### src/verilog/upp_pkg.sv
// Package with register offsets, field positions, reset values and select codes.
package upp_pkg;
  // Pin counts and select field width.
  localparam int unsigned NUM_PINS = 9;
  localparam int unsigned NUM_ROUTED = 8;
  localparam int unsigned SEL_W = 3;

  // Special function register offsets.
  localparam logic [7:0] PINS_0_7_DATA = 8'h90;
  localparam logic [7:0] PINS_0_7_DIRECTION = 8'h91;
  localparam logic [7:0] PIN_8_DATA = 8'ha0;
  localparam logic [7:0] PIN_8_DIRECTION = 8'ha1;

  // Extended register offsets of the four resource select registers.
  localparam logic [15:0] PINS_0_1_RESOURCE_SELECT = 16'hff90;
  localparam logic [15:0] PINS_2_3_RESOURCE_SELECT = 16'hff91;
  localparam logic [15:0] PINS_4_5_RESOURCE_SELECT = 16'hff92;
  localparam logic [15:0] PINS_6_7_RESOURCE_SELECT = 16'hff93;

  // Field positions inside a resource select register.
  localparam int unsigned EVEN_FIELD_LSB = 0;
  localparam int unsigned ODD_FIELD_LSB = 4;

  // Reset values.
  localparam logic [7:0] DATA_RESET = 8'h00;
  localparam logic [7:0] DIRECTION_RESET = 8'hff;
  localparam logic [7:0] SELECT_RESET = 8'h00;
  localparam logic [7:0] PULL_UP_RESET = 8'hff;

  // Resource select codes; 0 and 1 route nowhere.
  localparam logic [2:0] SEL_TIMER_ZERO = 3'h2;
  localparam logic [2:0] SEL_TIMER_ONE = 3'h3;
  localparam logic [2:0] SEL_INT_ZERO_HIGH = 3'h4;
  localparam logic [2:0] SEL_INT_ONE_HIGH = 3'h5;
  localparam logic [2:0] SEL_INT_ZERO_LOW = 3'h6;
  localparam logic [2:0] SEL_INT_ONE_LOW = 3'h7;
endpackage : upp_pkg

### src/verilog/upp_pin_sync.sv
// Three-stage pin input synchroniser that accepts a change once stages two and three agree.
`timescale 1ns/1ps
module upp_pin_sync (
  input wire logic clock,
  input wire logic rst_n,
  input wire logic pin_in,
  output logic level
);
  logic stage1;
  logic stage2;
  logic stage3;

  // Stage one feeds only stage two, so a metastable value never reaches the compare.
  always_ff @(posedge clock or negedge rst_n) begin
    if (!rst_n) begin
      stage1 <= 1'b1;
      stage2 <= 1'b1;
      stage3 <= 1'b1;
    end else begin
      stage1 <= pin_in;
      stage2 <= stage1;
      stage3 <= stage2;
    end
  end

  // The level follows only when the two settled stages agree; idle high matches the pull-up.
  always_ff @(posedge clock or negedge rst_n) begin
    if (!rst_n) begin
      level <= 1'b1;
    end else if (stage2 == stage3) begin
      level <= stage3;
    end
  end
endmodule : upp_pin_sync

### src/verilog/upp_user_pin_port.sv
// User pin port: nine pins with direction, data, pull-up and resource routing.
//
// Operation
// - nine user pins, each general digital I/O.
// - all pins are inputs after reset.
// - every pin has its own direction bit.
// - direction 0 drives output, 1 input.
// - pull-up held until direction register written.
// - data via 8-bit register plus pin-8 bit.
// - pins 0-7 multi-use, pin 8 plain.
// - 3-bit select fields, two per register.
// - select codes map to timers and interrupts.
// - pins on one resource are ORed.
// - edge or level set by timer control.
// - each routed pin GPIO or one resource.
`timescale 1ns/1ps
module upp_user_pin_port (
  input wire logic clock,
  input wire logic rst_n,
  input wire logic [7:0] sfr_addr,
  input wire logic sfr_wr,
  input wire logic sfr_rd,
  input wire logic [7:0] sfr_wdata,
  output logic [7:0] sfr_rdata,
  input wire logic [15:0] xram_addr,
  input wire logic xram_wr,
  input wire logic xram_rd,
  input wire logic [7:0] xram_wdata,
  output logic [7:0] xram_rdata,
  input wire logic [8:0] pin_in,
  output logic [8:0] pin_out,
  output logic [8:0] pin_oe_n,
  output logic [8:0] pull_up_en,
  output logic timer_zero_gate_clock,
  output logic timer_one_gate_clock,
  output logic int_zero_request,
  output logic int_one_request
);
  logic rst_meta_n;
  logic rst_sync_n;
  logic [7:0] data_lo;
  logic data_hi;
  logic [7:0] dir_lo;
  logic dir_hi;
  logic [7:0] pull_lo;
  logic pull_hi;
  logic [7:0] select_reg [4];
  logic [8:0] pin_level;
  logic [2:0] pin_sel [8];
  logic [7:0] hit_t0;
  logic [7:0] hit_t1;
  logic [7:0] hit_i0;
  logic [7:0] hit_i1;
  logic wr_data_lo;
  logic wr_dir_lo;
  logic wr_data_hi;
  logic wr_dir_hi;
  logic [7:0] next_sfr_rdata;
  logic [7:0] next_xram_rdata;

  // Reset is asserted at once and released through two flops to avoid a ragged release.
  always_ff @(posedge clock or negedge rst_n) begin
    if (!rst_n) begin
      rst_meta_n <= 1'b0;
      rst_sync_n <= 1'b0;
    end else begin
      rst_meta_n <= 1'b1;
      rst_sync_n <= rst_meta_n;
    end
  end

  // One synchroniser per pin, since every pin arrives from outside the clock domain.
  for (genvar p = 0; p < upp_pkg::NUM_PINS; p++) begin : g_sync
    upp_pin_sync u_sync (
      .clock(clock),
      .rst_n(rst_sync_n),
      .pin_in(pin_in[p]),
      .level(pin_level[p])
    );
  end

  // Write strobes of the special function registers.
  assign wr_data_lo = sfr_wr && (sfr_addr == upp_pkg::PINS_0_7_DATA);
  assign wr_dir_lo = sfr_wr && (sfr_addr == upp_pkg::PINS_0_7_DIRECTION);
  assign wr_data_hi = sfr_wr && (sfr_addr == upp_pkg::PIN_8_DATA);
  assign wr_dir_hi = sfr_wr && (sfr_addr == upp_pkg::PIN_8_DIRECTION);

  // Data registers hold the drive levels; they act on a pin only while it is an output.
  always_ff @(posedge clock or negedge rst_sync_n) begin
    if (!rst_sync_n) begin
      data_lo <= upp_pkg::DATA_RESET;
      data_hi <= 1'b0;
    end else begin
      if (wr_data_lo) begin
        data_lo <= sfr_wdata;
      end
      if (wr_data_hi) begin
        data_hi <= sfr_wdata[0];
      end
    end
  end

  // Direction bits start as inputs; 0 drives the pin, 1 releases it.
  always_ff @(posedge clock or negedge rst_sync_n) begin
    if (!rst_sync_n) begin
      dir_lo <= upp_pkg::DIRECTION_RESET;
      dir_hi <= 1'b1;
    end else begin
      if (wr_dir_lo) begin
        dir_lo <= sfr_wdata;
      end
      if (wr_dir_hi) begin
        dir_hi <= sfr_wdata[0];
      end
    end
  end

  // Pull-ups drop on the first direction write to the covering register and return only on reset.
  always_ff @(posedge clock or negedge rst_sync_n) begin
    if (!rst_sync_n) begin
      pull_lo <= upp_pkg::PULL_UP_RESET;
      pull_hi <= 1'b1;
    end else begin
      if (wr_dir_lo) begin
        pull_lo <= 8'h00;
      end
      if (wr_dir_hi) begin
        pull_hi <= 1'b0;
      end
    end
  end

  // Resource select registers; bits 7 and 3 are not stored and read as zero.
  always_ff @(posedge clock or negedge rst_sync_n) begin
    if (!rst_sync_n) begin
      for (int r = 0; r < 4; r++) begin
        select_reg[r] <= upp_pkg::SELECT_RESET;
      end
    end else if (xram_wr && (xram_addr[15:2] == upp_pkg::PINS_0_1_RESOURCE_SELECT[15:2])) begin
      select_reg[xram_addr[1:0]] <= xram_wdata & 8'h77;
    end
  end

  // Unpack the per-pin fields, even pin low and odd pin high.
  always_comb begin
    for (int k = 0; k < 8; k++) begin
      pin_sel[k] = select_reg[k / 2][((k % 2 == 0) ? upp_pkg::EVEN_FIELD_LSB
        : upp_pkg::ODD_FIELD_LSB) +: upp_pkg::SEL_W];
    end
  end

  // Only pins 0 to 7 have a field, so pin 8 can never reach a resource.
  always_comb begin
    for (int k = 0; k < 8; k++) begin
      hit_t0[k] = pin_level[k] && (pin_sel[k] == upp_pkg::SEL_TIMER_ZERO);
      hit_t1[k] = pin_level[k] && (pin_sel[k] == upp_pkg::SEL_TIMER_ONE);
      hit_i0[k] = (pin_level[k] && (pin_sel[k] == upp_pkg::SEL_INT_ZERO_HIGH))
        || (!pin_level[k] && (pin_sel[k] == upp_pkg::SEL_INT_ZERO_LOW));
      hit_i1[k] = (pin_level[k] && (pin_sel[k] == upp_pkg::SEL_INT_ONE_HIGH))
        || (!pin_level[k] && (pin_sel[k] == upp_pkg::SEL_INT_ONE_LOW));
    end
  end

  // Resource lines are ORs of all routed pins; inverted pins are folded in so the
  // line is active high. Edge or level detection is left to the timer control logic.
  always_ff @(posedge clock or negedge rst_sync_n) begin
    if (!rst_sync_n) begin
      timer_zero_gate_clock <= 1'b0;
      timer_one_gate_clock <= 1'b0;
      int_zero_request <= 1'b0;
      int_one_request <= 1'b0;
    end else begin
      timer_zero_gate_clock <= |hit_t0;
      timer_one_gate_clock <= |hit_t1;
      int_zero_request <= |hit_i0;
      int_one_request <= |hit_i1;
    end
  end

  // Pin drive comes straight from the data and direction flops, whatever the routing.
  assign pin_out = {data_hi, data_lo};
  assign pin_oe_n = {dir_hi, dir_lo};
  assign pull_up_en = {pull_hi, pull_lo};

  // Read multiplexers; data reads return the live pin level, not the stored drive value.
  always_comb begin
    next_sfr_rdata = 8'h00;
    unique case (sfr_addr)
      upp_pkg::PINS_0_7_DATA: next_sfr_rdata = pin_level[7:0];
      upp_pkg::PINS_0_7_DIRECTION: next_sfr_rdata = dir_lo;
      upp_pkg::PIN_8_DATA: next_sfr_rdata = {7'h00, pin_level[8]};
      upp_pkg::PIN_8_DIRECTION: next_sfr_rdata = {7'h00, dir_hi};
      default: next_sfr_rdata = 8'h00;
    endcase
    next_xram_rdata = 8'h00;
    if (xram_addr[15:2] == upp_pkg::PINS_0_1_RESOURCE_SELECT[15:2]) begin
      next_xram_rdata = select_reg[xram_addr[1:0]];
    end
  end

  // Read data registers; they hold their value between reads.
  always_ff @(posedge clock or negedge rst_sync_n) begin
    if (!rst_sync_n) begin
      sfr_rdata <= 8'h00;
      xram_rdata <= 8'h00;
    end else begin
      if (sfr_rd) begin
        sfr_rdata <= next_sfr_rdata;
      end
      if (xram_rd) begin
        xram_rdata <= next_xram_rdata;
      end
    end
  end
endmodule : upp_user_pin_port
### config.mk
export PLATFORM = sky130hd
export DESIGN_NAME = upp_user_pin_port
export DESIGN_NICKNAME = d
export VERILOG_FILES = /design/src/verilog/upp_pkg.sv /design/src/verilog/upp_pin_sync.sv /design/src/verilog/upp_user_pin_port.sv
export SDC_FILE = /design/constraint.sdc
export NUM_CORES = 1
export LEC_CHECK = 0
export ABC_AREA = 1
export BUFFER_PORTS_ARGS = -buffer_cell sky130_fd_sc_hd__buf_2
export CORE_MARGIN = 3
export CORE_UTILIZATION = 54
export CTS_CLUSTER_SIZE = 8
export DETAILED_ROUTE_END_ITERATION = 10
export PLACE_DENSITY = 0.8
export RECOVER_POWER = 100
export SLEW_MARGIN = 20
export SYNTH_ARGS = -nofsm -noshare
export SYNTH_HDL_FRONTEND = slang
export SYNTH_SLANG_ARGS = --single-unit
### constraint.sdc
create_clock -name clock -period 5.75 [get_ports clock]
set_clock_uncertainty 0.15 [all_clocks]
set_input_delay 0.575 -clock clock [delete_from_list [all_inputs] [get_ports clock]]
set_output_delay 0.575 -clock clock [all_outputs]
set_load 0.01 [all_outputs]
### After elaboration in Yosys (flattened, before gate mapping)

Cells that the tools add are included.

| cells by class | value |
|---|---|
| div/mod/pow operators | 0 |
| bitwise logic cells | 1 |
| $lt $le $gt $ge | 2 |
| reduce and logical (&&, ||, !) cells | 82 |
| equality and inequality tests | 62 |
| shift-type cells | 0 |
| $add $sub $neg | 0 |
| multipliers | 0 |
| muxes and demuxes | 8 |

Operators by type and width:

| kind | count |
|---|---|
| $eq A3 B3 Y1 const B | 32 |
| $logic_and A1 B1 Y1 | 54 |
| $eq A3 B2 Y1 const B | 16 |
| $bwmux W32 | 1 |
| $eq A8 B8 Y1 const B | 4 |
| $mux W8 | 4 |
| $pmux W8 S4 | 1 |
| $reduce_or A8 Y1 | 4 |
| $bmux W8 S2 | 1 |
| $demux W8 S2 | 1 |
| $logic_or A1 B1 Y1 | 16 |
| $eq A14 B14 Y1 const B | 1 |
| $eq A1 B1 Y1 | 9 |
| $logic_not A1 Y1 | 8 |
| $ge A3 B3 Y1 const B | 1 |
| $lt A3 B1 Y1 const B | 1 |
| $not A2 Y3 | 1 |

| storage, ports and cells | value |
|---|---|
| memories kept | 0 |
| output and inout port bits | 47 |
| input port bits | 55 |
| bits in read-only memories | 0 |
| flip-flop bits (word level) | 117 |
| bits in latches | 0 |
| logic and storage cells | 209 |
| memory bits (writable) | 0 |

### Depth between registers and ports, before layout

Gate-level depths: netlist of the first run.

| logic depth | value |
|---|---|
| depth in word-level cells | 6 |
| mapped depth | 8 |
| mapped depth without buffers | 8 |

### By module

Synthesis of the first run repeated with hierarchy kept, for this count alone.

| second synthesis, totals | value |
|---|---|
| cells, all modules | 508 |
| area total of the unflattened synthesis | 4,623.2 sq um |

By module, submodules not included:

| module | instances | area an instance (sq um) | cells each | seq. area each (sq um) |
|---|---|---|---|---|
| upp_user_pin_port | 1 | 3,530.9 | 436 | 1,615.3 |
| upp_pin_sync | 9 | 121.4 | 8 | 105.1 |

### Least setup slack after synthesis of the first run

Ideal clock, no wire load.

| timing path | value |
|---|---|
| path type | input -> register |
| start point | in xram_addr[3] |
| end point | reg select_reg, in the netlist pin_sel[14] |
| path slack | 4,154 ps |
| library setup time | 117 ps |
| buffers on the path | 0 |
| stages | 6 |
| arrival | 1,329 ps |
| data required time | 5,483 ps |
| cell sequence | nor2_2 -> nand4_4 -> nor2_8 -> nand3_4 -> nand2_1 -> nand2_1 |

| on the way | value |
|---|---|
| word-level cells in the longest chain between the ends | 2 |

Ends and longest elaborated chain:

| item | RTL line | RTL |
|---|---|---|
| start, declared | upp_user_pin_port.sv:25 | `input wire logic [15:0] xram_addr,` |
| $eq A14 B14 Y1 | upp_user_pin_port.sv:139 | `end else if (xram_wr && (xram_addr[15:2] == upp_pkg::PINS_0_1_RESOURCE_SELECT[15:2])) begin` |
| $logic_and A1 B1 Y1 | upp_user_pin_port.sv:139 |  |
| end signal, assigned by index | upp_user_pin_port.sv:137 | `select_reg[r] <= upp_pkg::SELECT_RESET;` |
| end signal, assigned by index | upp_user_pin_port.sv:140 | `select_reg[xram_addr[1:0]] <= xram_wdata & 8'h77;` |
| end, declared | upp_user_pin_port.sv:47 | `logic [7:0] select_reg [4];` |

No other way between the ends.
A chain may end at the register's enable or synchronous reset.

### Worst setup path in the final report of the first run

| timing path | value |
|---|---|
| start point | in xram_addr[6] |
| end point | reg select_reg, in the netlist pin_sel[11] |

The elaborated chain is that of the path after synthesis.

==> results of run 1 <==
cell type report:
class	count	area, µm²	area share [%]
sequential	100	2560	50.5
multi-input combinational	305	1530	30.1
timing repair buffer	99	454	8.95
inverter	51	191	3.77
clock buffer	12	176	3.48
tap	102	128	2.51
clock inverter	4	36.3	0.715
power breakdown:
part           internal (µW)  leakage [µW]  switching (µW)
combinational           32.1       0.00113            54.9
sequential               739       0.00121            22.7
clock                    214      0.000107             243
logic make-up (layout without fill, tap and decap cells):
group | after synthesis | after routing | synth area share [%]
and+or+nand+nor | 250 | 250 | 27.5
xor gates and xnor gates | 3 | 3 | 0.576
buffers and inverters | 75 | 166 | 8.37
other | 2 | 3 | 0.165
DFF | 100 | 100 | 56.2
AOI/OAI and AO/OA | 40 | 40 | 5.21
adders and majority gates | 9 | 9 | 1.98
per-stage QoR:
stage / worst slack [ps] / area, µm² / utilization (%)
finish: 2770 / 5080 / 63.7
global route: 2370 / 5080 / 63.7
CTS: 3900 / 5220 / 65.5
detailed placement: 3560 / 5000 / 62.7
global placement: 3580 / 5000 / 62.7
floorplan: 2690 / 4560 / -
metal layers:
layer	GRT usage [%]	up-vias	part of all wire (%)
li1	-	1727	-
met1	29.9	1659	44
met2	32.7	107	48
met3	3.71	9	6.2
met4	6.50	0	1.1
met5	0	-	0
state kept, by name, summed over array words and instances (netlist names), 6 cells and up:
name	count
dir_lo	8
sfr_rdata	8
data_lo	8
g_sync.u_sync.stage1	9
pin_sel	24
g_sync.u_sync.stage3	9
g_sync.u_sync.stage2	9
g_sync.u_sync.level	9
xram_rdata	6
how the worst max path moves through the flow:
stage                         end  slack (ps)  cells after the start         start
floorplan                 data_hi        2690                      0    rst_sync_n
global placement    xram_rdata[1]        3580                      6  xram_addr[0]
detailed placement  xram_rdata[1]        3560                      6  xram_addr[0]
CTS                 pull_up_en[1]        3900                      1    pull_lo[6]
global route           pin_sel[2]        2370                      8  xram_addr[7]
finish                pin_sel[11]        2770                      7  xram_addr[6]
layout by cell type (no fill, tap or decap), types with 4 or more instances in the layout:
cell      count
a22oi_1       6
buf_2        58
inv_2         6
nor2_1       16
maj3_1        9
nand3_1      29
nand2_1     148
nand4_1      32
o21ai_1       5
clkbuf_8     11
clkbuf_1     39
or2_1         4
clkinv_1      5
dfrtp_1      53
dfstp_2      23
o22ai_1       7
dfstp_1      24
o21ai_0      18
inv_1        40
nor3_1        6
worst max-delay path: cells and delay by family:
family	cells	cell delay [ps]
and+or+nand+nor	6	2410
buffers and inverters	1	90
==> flow_summary.ini, run 1 <==
[sta]
rsz0062_at_grt = false
tightestPinTransition_ps = 1750
final.min_clock_period_ps = 2980
fin_crit_sh_pct = 51.8
finalMaxSlewViolations = 29
fin_tns_setup_ps = 0
relSlewSlack_pct = -16.9
hold_violations = 0
hold_ws_ps = 155
max_freq_mhz = 335
setup_violations = 0

[logic_synthesis]
synth_top_area_share_pct = 29.1
syn_inst = 479
yosys-top-cells-count = nand2_1, dfrtp_1, dfstp_2
syn-cell-area_um2 = 4560
synth.area.top_cells = dfrtp_1, dfstp_2, nand2_1
synth_seq_cells = 100
seq_area_frac_synth_pct = 56.2
synth_edf_count = 0
synth_ff_type = dfrtp_1
ys_warn_count = 0
synthArstFlopShare_pct = 100
syn_avg_cell_area_um2 = 9.52
synth_top_cell_by_area = dfrtp_1
yosysMostFrequentCell = nand2_1
synth.distinct_cells = 37

[layout]
area_delta_synth_final_pct = 11.3
fill_cells = 707
fin_nets = 621
final_layout_size_suffix_gt1_share_pct = 20.1
layout.cells.non_filler = 673
antennaDiodeCount = 0

[place]
hpwl_um = 7130
io_buffers = 97
gp_congestion = 0.881
dp_cells = 656

[power]
power.density_nw_per_um2 = 257
power.total_uw = 1310
p_leak_uw = 0.00245
vdd_drop_max_mv = 0.174

[global_route]
overflow = 0
grt_pass1_vias = 3317
antenna_found_initial = 0
grt_first_pass_wirelength_um = 16200
grt_usage_pct = 20.9
grt_max_degree = 62

[cts]
cts_resized = 0
cts_root_buf = clkbuf_8
postCtsSetupBuffers = 0
clockBufferDepth = 2
cts_max_level = 3
clkSinkCount = 100
clk_transition_reported_paths_ps = 90
cts_tree = built
insertion_delay_ps = 370
holdBufCountCts = 1
cts_made_buffers = 9

[worst_setup_path]
worstPathMaxFanout = 28
slowest_stage = nor2_1
r2r-end = pin_sel[17]
path_class = input port to register
path_common_cell = nand2_1
arrival_ps = 3080
cp_slowest_stage_delay_ps = 1300
critical_path_required_ps = 5850
crit-reg2reg-launch = rst_sync_n
reg2reg_depth = 1
r2r_setup_slack_ps = 3560
path_cells = buf_2, nor3_1, nand2_2, nor2_1, nand3_1, nand2_1, nand2_1
crit_path_end_kind = register
critPathLaunchType = input port

[die]
die_x_um = 97.9
start_util_pct = 57.2
core_um2 = 7970
die_area_um2 = 9580
fp-row-count = 32
die_h_um = 97.9
boundaryPins = 102

[status]
status = finished with violations
violations = max-capacitance violations, max-slew violations

[worst_hold_path]
min-delay-path-class = input port to register
holdPathStages = 1
hold_end = g_sync[4].u_sync.stage1
hold_start = pin_in[4]

[drt]
drt_iter0_markers = 274
drt-pass1-iter-count = 5
routed_via_density = 5.20
drc = 0
drt-total-wl_um = 9670
wl_per_cell_um = 14.4
via_count = 3502
final_antenna_net_count = 0

[job]
max-cap-violations = 1
Note: power is estimated with default switching activity, not from simulation.
==> run 2, diff against run 1 <==
- CORE_UTILIZATION: 54 -> 49
- PLACE_DENSITY: 0.8 -> 0.76
- clock period: 5.75 -> 2.56 ns (I/O delays scaled with it)
==> run 2 against run 1 <==
  * The run now ends clean
  * Combinational power up 150%
  * Cell count up 3.6%
  * Via count is 4.0% higher
  * Register-to-register slack got worse by 2800 ps
  * First-iteration DRC count decreased by 5.1%
  * Clock power rose by 140%
  * Routed wire length up 4.5%
  * Worst setup slack lost 2000 ps
  * Design area up 3.6%
  * Largest cell class unchanged
  * Largest power group unchanged
  * Die area is 9.6% higher
==> flow_summary.ini, run 2 (synthesis results as in run 1) <==
[cts]
insertion_delay_ps = 380
clk_transition_reported_paths_ps = 110
cts_root_buf = clkbuf_8
cts_made_buffers = 9
clkSinkCount = 100
postCtsSetupBuffers = 0
cts_max_level = 3
cts_tree = built
clockBufferDepth = 2

[sta]
setup_violations = 0
max_freq_mhz = 565
hold_violations = 0
relSlewSlack_pct = 35.9
tightestPinTransition_ps = 961
final.min_clock_period_ps = 1770
rsz0062_at_grt = false
fin_tns_setup_ps = 0
fin_crit_sh_pct = 69.2
finalMaxSlewViolations = 0

[place]
io_buffers = 97
gp_congestion = 0.913
hpwl_um = 7200

[global_route]
grt_pass1_vias = 3386
grt_first_pass_wirelength_um = 16500
grt_max_degree = 51
overflow = 0
antenna_found_initial = 0
grt_usage_pct = 20.2

[worst_setup_path]
worstPathBufferInverterCount = 1
crit_path_end_kind = asynchronous set/reset pin
r2r-end = sfr_rdata[7]
crit-reg2reg-launch = rst_sync_n
critPathLaunchType = register
path_cells = clkbuf_1
worstPathMaxFanout = 50
reg2reg_depth = 1
critical_path_required_ps = 2790
r2r_setup_slack_ps = 790
critPathTopFamily = flip-flops
cp_slowest_stage_delay_ps = 840
slowest_stage = dfrtp_4
path_class = register to asynchronous set/reset pin
arrival_ps = 2000

[drt]
drt-pass1-iter-count = 5
drt_iter0_markers = 260
via_count = 3643
drc = 0
drt-total-wl_um = 10100
wl_per_cell_um = 14.5
final_antenna_net_count = 0
routed_via_density = 5.23

[power]
power.total_uw = 3010
p_leak_uw = 0.00255
power.density_nw_per_um2 = 572
vdd_drop_max_mv = 0.439

[status]
status = finished clean

[layout]
area_delta_synth_final_pct = 15.3
final_layout_size_suffix_gt1_share_pct = 20.0
fin_nets = 639
final_cell_mix = nand2_1, buf_2, dfrtp_1
antennaDiodeCount = 0
final_common_cell = nand2_1
largest_reg_flops = 24

[worst_hold_path]
hold_start = sfr_wr
hold_end = data_hi
holdPathStages = 3
min-delay-path-class = input port to register

[die]
boundaryPins = 102
fp-row-count = 34
core_um2 = 8890
die_h_um = 102
die_area_um2 = 10500
start_util_pct = 51.3
die_x_um = 102

[job]
max-cap-violations = 0
[run 2: per-stage QoR]
stage	cells	area, µm²	hold slack, ps	utilization (%)	worst slack, ps
3_3_place_gp	664	5030	-108	56.6	944
3_5_place_dp	664	5030	-107	56.6	900
4_1_cts	697	5420	12.0	61.0	1010
6_report	697	5260	25.3	59.1	789
2_1_floorplan	480	4570	-190	-	775
5_1_grt	697	5260	25.0	59.1	481
[run 2: how the worst max path moves through the flow]
stage / from / end / slack (ps) / depth (start not counted)
2_1_floorplan: rst_sync_n / data_hi / 770 / 0
3_3_place_gp: xram_addr[3] / pin_sel[17] / 940 / 7
3_5_place_dp: xram_addr[3] / pin_sel[15] / 900 / 7
4_1_cts: pull_lo[6] / pull_up_en[7] / 1010 / 1
5_1_grt: rst_sync_n / sfr_rdata[7] / 480 / 1
6_report: rst_sync_n / sfr_rdata[7] / 790 / 1
[run 2: repair_timing]
item,CTS,global route
resized for setup,0,0
hold endpoints to repair,25,0
hold buffers,17,0
[run 2: cell type report]
| class | count | area, µm² |
|---|---|---|
| tap | 108 | 135 |
| sequential | 100 | 2560 |
| inverter | 51 | 191 |
| fill | 764 | 3630 |
| clock buffer | 10 | 138 |
| clock inverter | 6 | 78.8 |
| multi-input combinational | 305 | 1530 |
| timing repair buffer | 117 | 624 |
[run 2: power by group]
group	switching, µW	internal [µW]	total (µW)
sequential	53.1	1660	1710
combinational	125	89.3	214
clock	580	499	1080
[run 2: per-layer routing]
layer	GRT usage, %	share of wire, %
met1	27.8	44
met2	30.9	47
met3	4.03	5.5
met4	9.08	2.8
met5	0	0
==> run 3, diff against run 2 <==
- clock period: 2.56 -> 1.55 ns (I/O delays scaled with it)
==> run 3 against run 2 <==
  * Non-clock buffer count grew 16
  * Routed wire length grew 1.7%
  * Sequential power grew 64%
  * Core utilization grew 2.3 points
  * Power grew 64%
  * Sequential cell count is the same
  * Worst setup slack lost 710 ps
  * First-iteration DRC count grew 17%
  * Sequential share of layout area shrank 1.8 points
  * Combinational power grew 93%
  * Critical endpoint is now pull_up_en[0]
==> flow_summary.ini, run 3 (synthesis results as in run 1) <==
[status]
status = finished clean

[sta]
hold_ws_ps = 21.2
fin_crit_sh_pct = 94.9
relSlewSlack_pct = 43.9
setup_violations = 0
final.min_clock_period_ps = 1470
tightestPinTransition_ps = 841
rsz0062_at_grt = false
hold_violations = 0
finalMaxSlewViolations = 0
max_freq_mhz = 680
fin_tns_setup_ps = 0

[worst_hold_path]
hold_end = pin_sel[11]
holdPathStages = 3
min-delay-path-class = input port to register
hold_start = xram_wr

[cts]
cts_max_level = 3
insertion_delay_ps = 370
cts_made_buffers = 9
cts_root_buf = clkbuf_8
cts_resized = 0
postCtsSetupBuffers = 0
clkSinkCount = 100
clk_transition_reported_paths_ps = 100
holdBufCountCts = 28
clockBufferDepth = 2
cts_tree = built

[power]
combPwrFrac_pct = 8.4
power.switching_uw = 1220
p_int_uw = 3710
vdd_drop_max_mv = 0.565
sw_frac_of_total_pct = 24.7
p_seq_share_pct = 57.1
p_leak_uw = 0.00264
clock_power_share_pct = 34.6
power.density_nw_per_um2 = 903

[die]
die_x_um = 102
start_util_pct = 51.3
die_h_um = 102
fp-row-count = 34
core_um2 = 8890
boundaryPins = 102
die_area_um2 = 10500

[worst_setup_path]
cp_slowest_stage_delay_ps = 610
r2r-end = int_one_request
critPathLaunchType = register
critPathTopFamily = flip-flops
reg2reg_depth = 5
crit_path_end_kind = primary output
path_cells = clkbuf_1
slowest_stage = dfstp_2
worstPathBufferInverterCount = 1
crit-reg2reg-launch = g_sync[4].u_sync.level
critical_path_required_ps = 1240
path_class = register to primary output
worstPathMaxFanout = 9
r2r_setup_slack_ps = 130
arrival_ps = 1170

[job]
max-cap-violations = 0

[layout]
largest_reg_flops = 24
final_common_cell = nand2_1
fill_cells = 751
final_cell_mix = nand2_1, buf_2, dfrtp_1
utilization_pct = 61.4
final_layout_size_suffix_gt1_share_pct = 21.8
area_delta_synth_final_pct = 19.7
fin_nets = 655
antennaDiodeCount = 0

[drt]
drt_iter0_markers = 304
routed_via_density = 5.18
final_antenna_net_count = 0
via_count = 3696
drc = 0
drt-total-wl_um = 10300
drt-pass1-iter-count = 5
wl_per_cell_um = 14.4

[global_route]
grt_pass1_vias = 3493
globalRouteMet2Util_pct = 32.2
grt_max_degree = 99
overflow = 0
grt_usage_pct = 20.3
grtUsageMet3_pct = 3.82
grt-busiest-layer = met2
grt_first_pass_wirelength_um = 16600
use_met1_pct = 27.3
antenna_found_initial = 0

[place]
hpwl_um = 7310
gp_congestion = 0.863
io_buffers = 97
-- run 3: cell types whose count changed in the layout (fill, tap and decap cells not counted), sizes merged --
cell,previous run,this run
buf,60,65
dlygate4sd3,17,28
bufinv,1,0
clkbuf,50,52
clkinv,6,5
-- run 3: worst max-delay path by stage --
stage / endpoint / cells after the start / slack, ps / start
after detailed placement: pin_sel[4] / 7 / 100 / xram_addr[3]
after global routing: pull_up_en[7] / 1 / 30 / pull_lo[6]
after floorplan: int_one_request / 5 / 320 / g_sync[7].u_sync.level
after global placement: pin_sel[1] / 7 / 130 / xram_addr[3]
after CTS: pull_up_en[0] / 1 / 100 / pull_lo[6]
final: pull_up_en[0] / 1 / 80 / pull_lo[6]
-- run 3: cell type report --
type	count	area (µm²)	share of cell area, %
clock buffers	12	176	3.23
clock inverters	4	35.0	0.642
inverters	51	191	3.51
multi-input cells	305	1570	28.7
flip-flops and latches	100	2560	47.0
well taps	108	135	2.47
repair buffers	133	790	14.5
-- run 3: layer usage --
layer  wire length, µm  part of all wire, %
met1              4420                   43
met2              4970                   48
met3               639                  6.2
met4               254                  2.5
met5                 0                    0
-- run 3: power groups by stage --
stage	logic, µW	registers, µW	clock network [µW]
floorplan	171	2900	0
CTS	435	2830	1750
finish	412	2810	1710
global route	462	2830	1850
detailed placement	379	2870	0
global placement	367	2870	0
-- run 3: through the flow --
stage	setup WS [ps]	total power [µW]	cells	area [µm²]
after floorplan	323	3070	480	4570
after global placement	127	3240	669	5080
after detailed placement	97.7	3250	669	5080
after CTS	101	5020	713	5580
after global routing	30.1	5140	713	5460
final	79.4	4930	713	5460
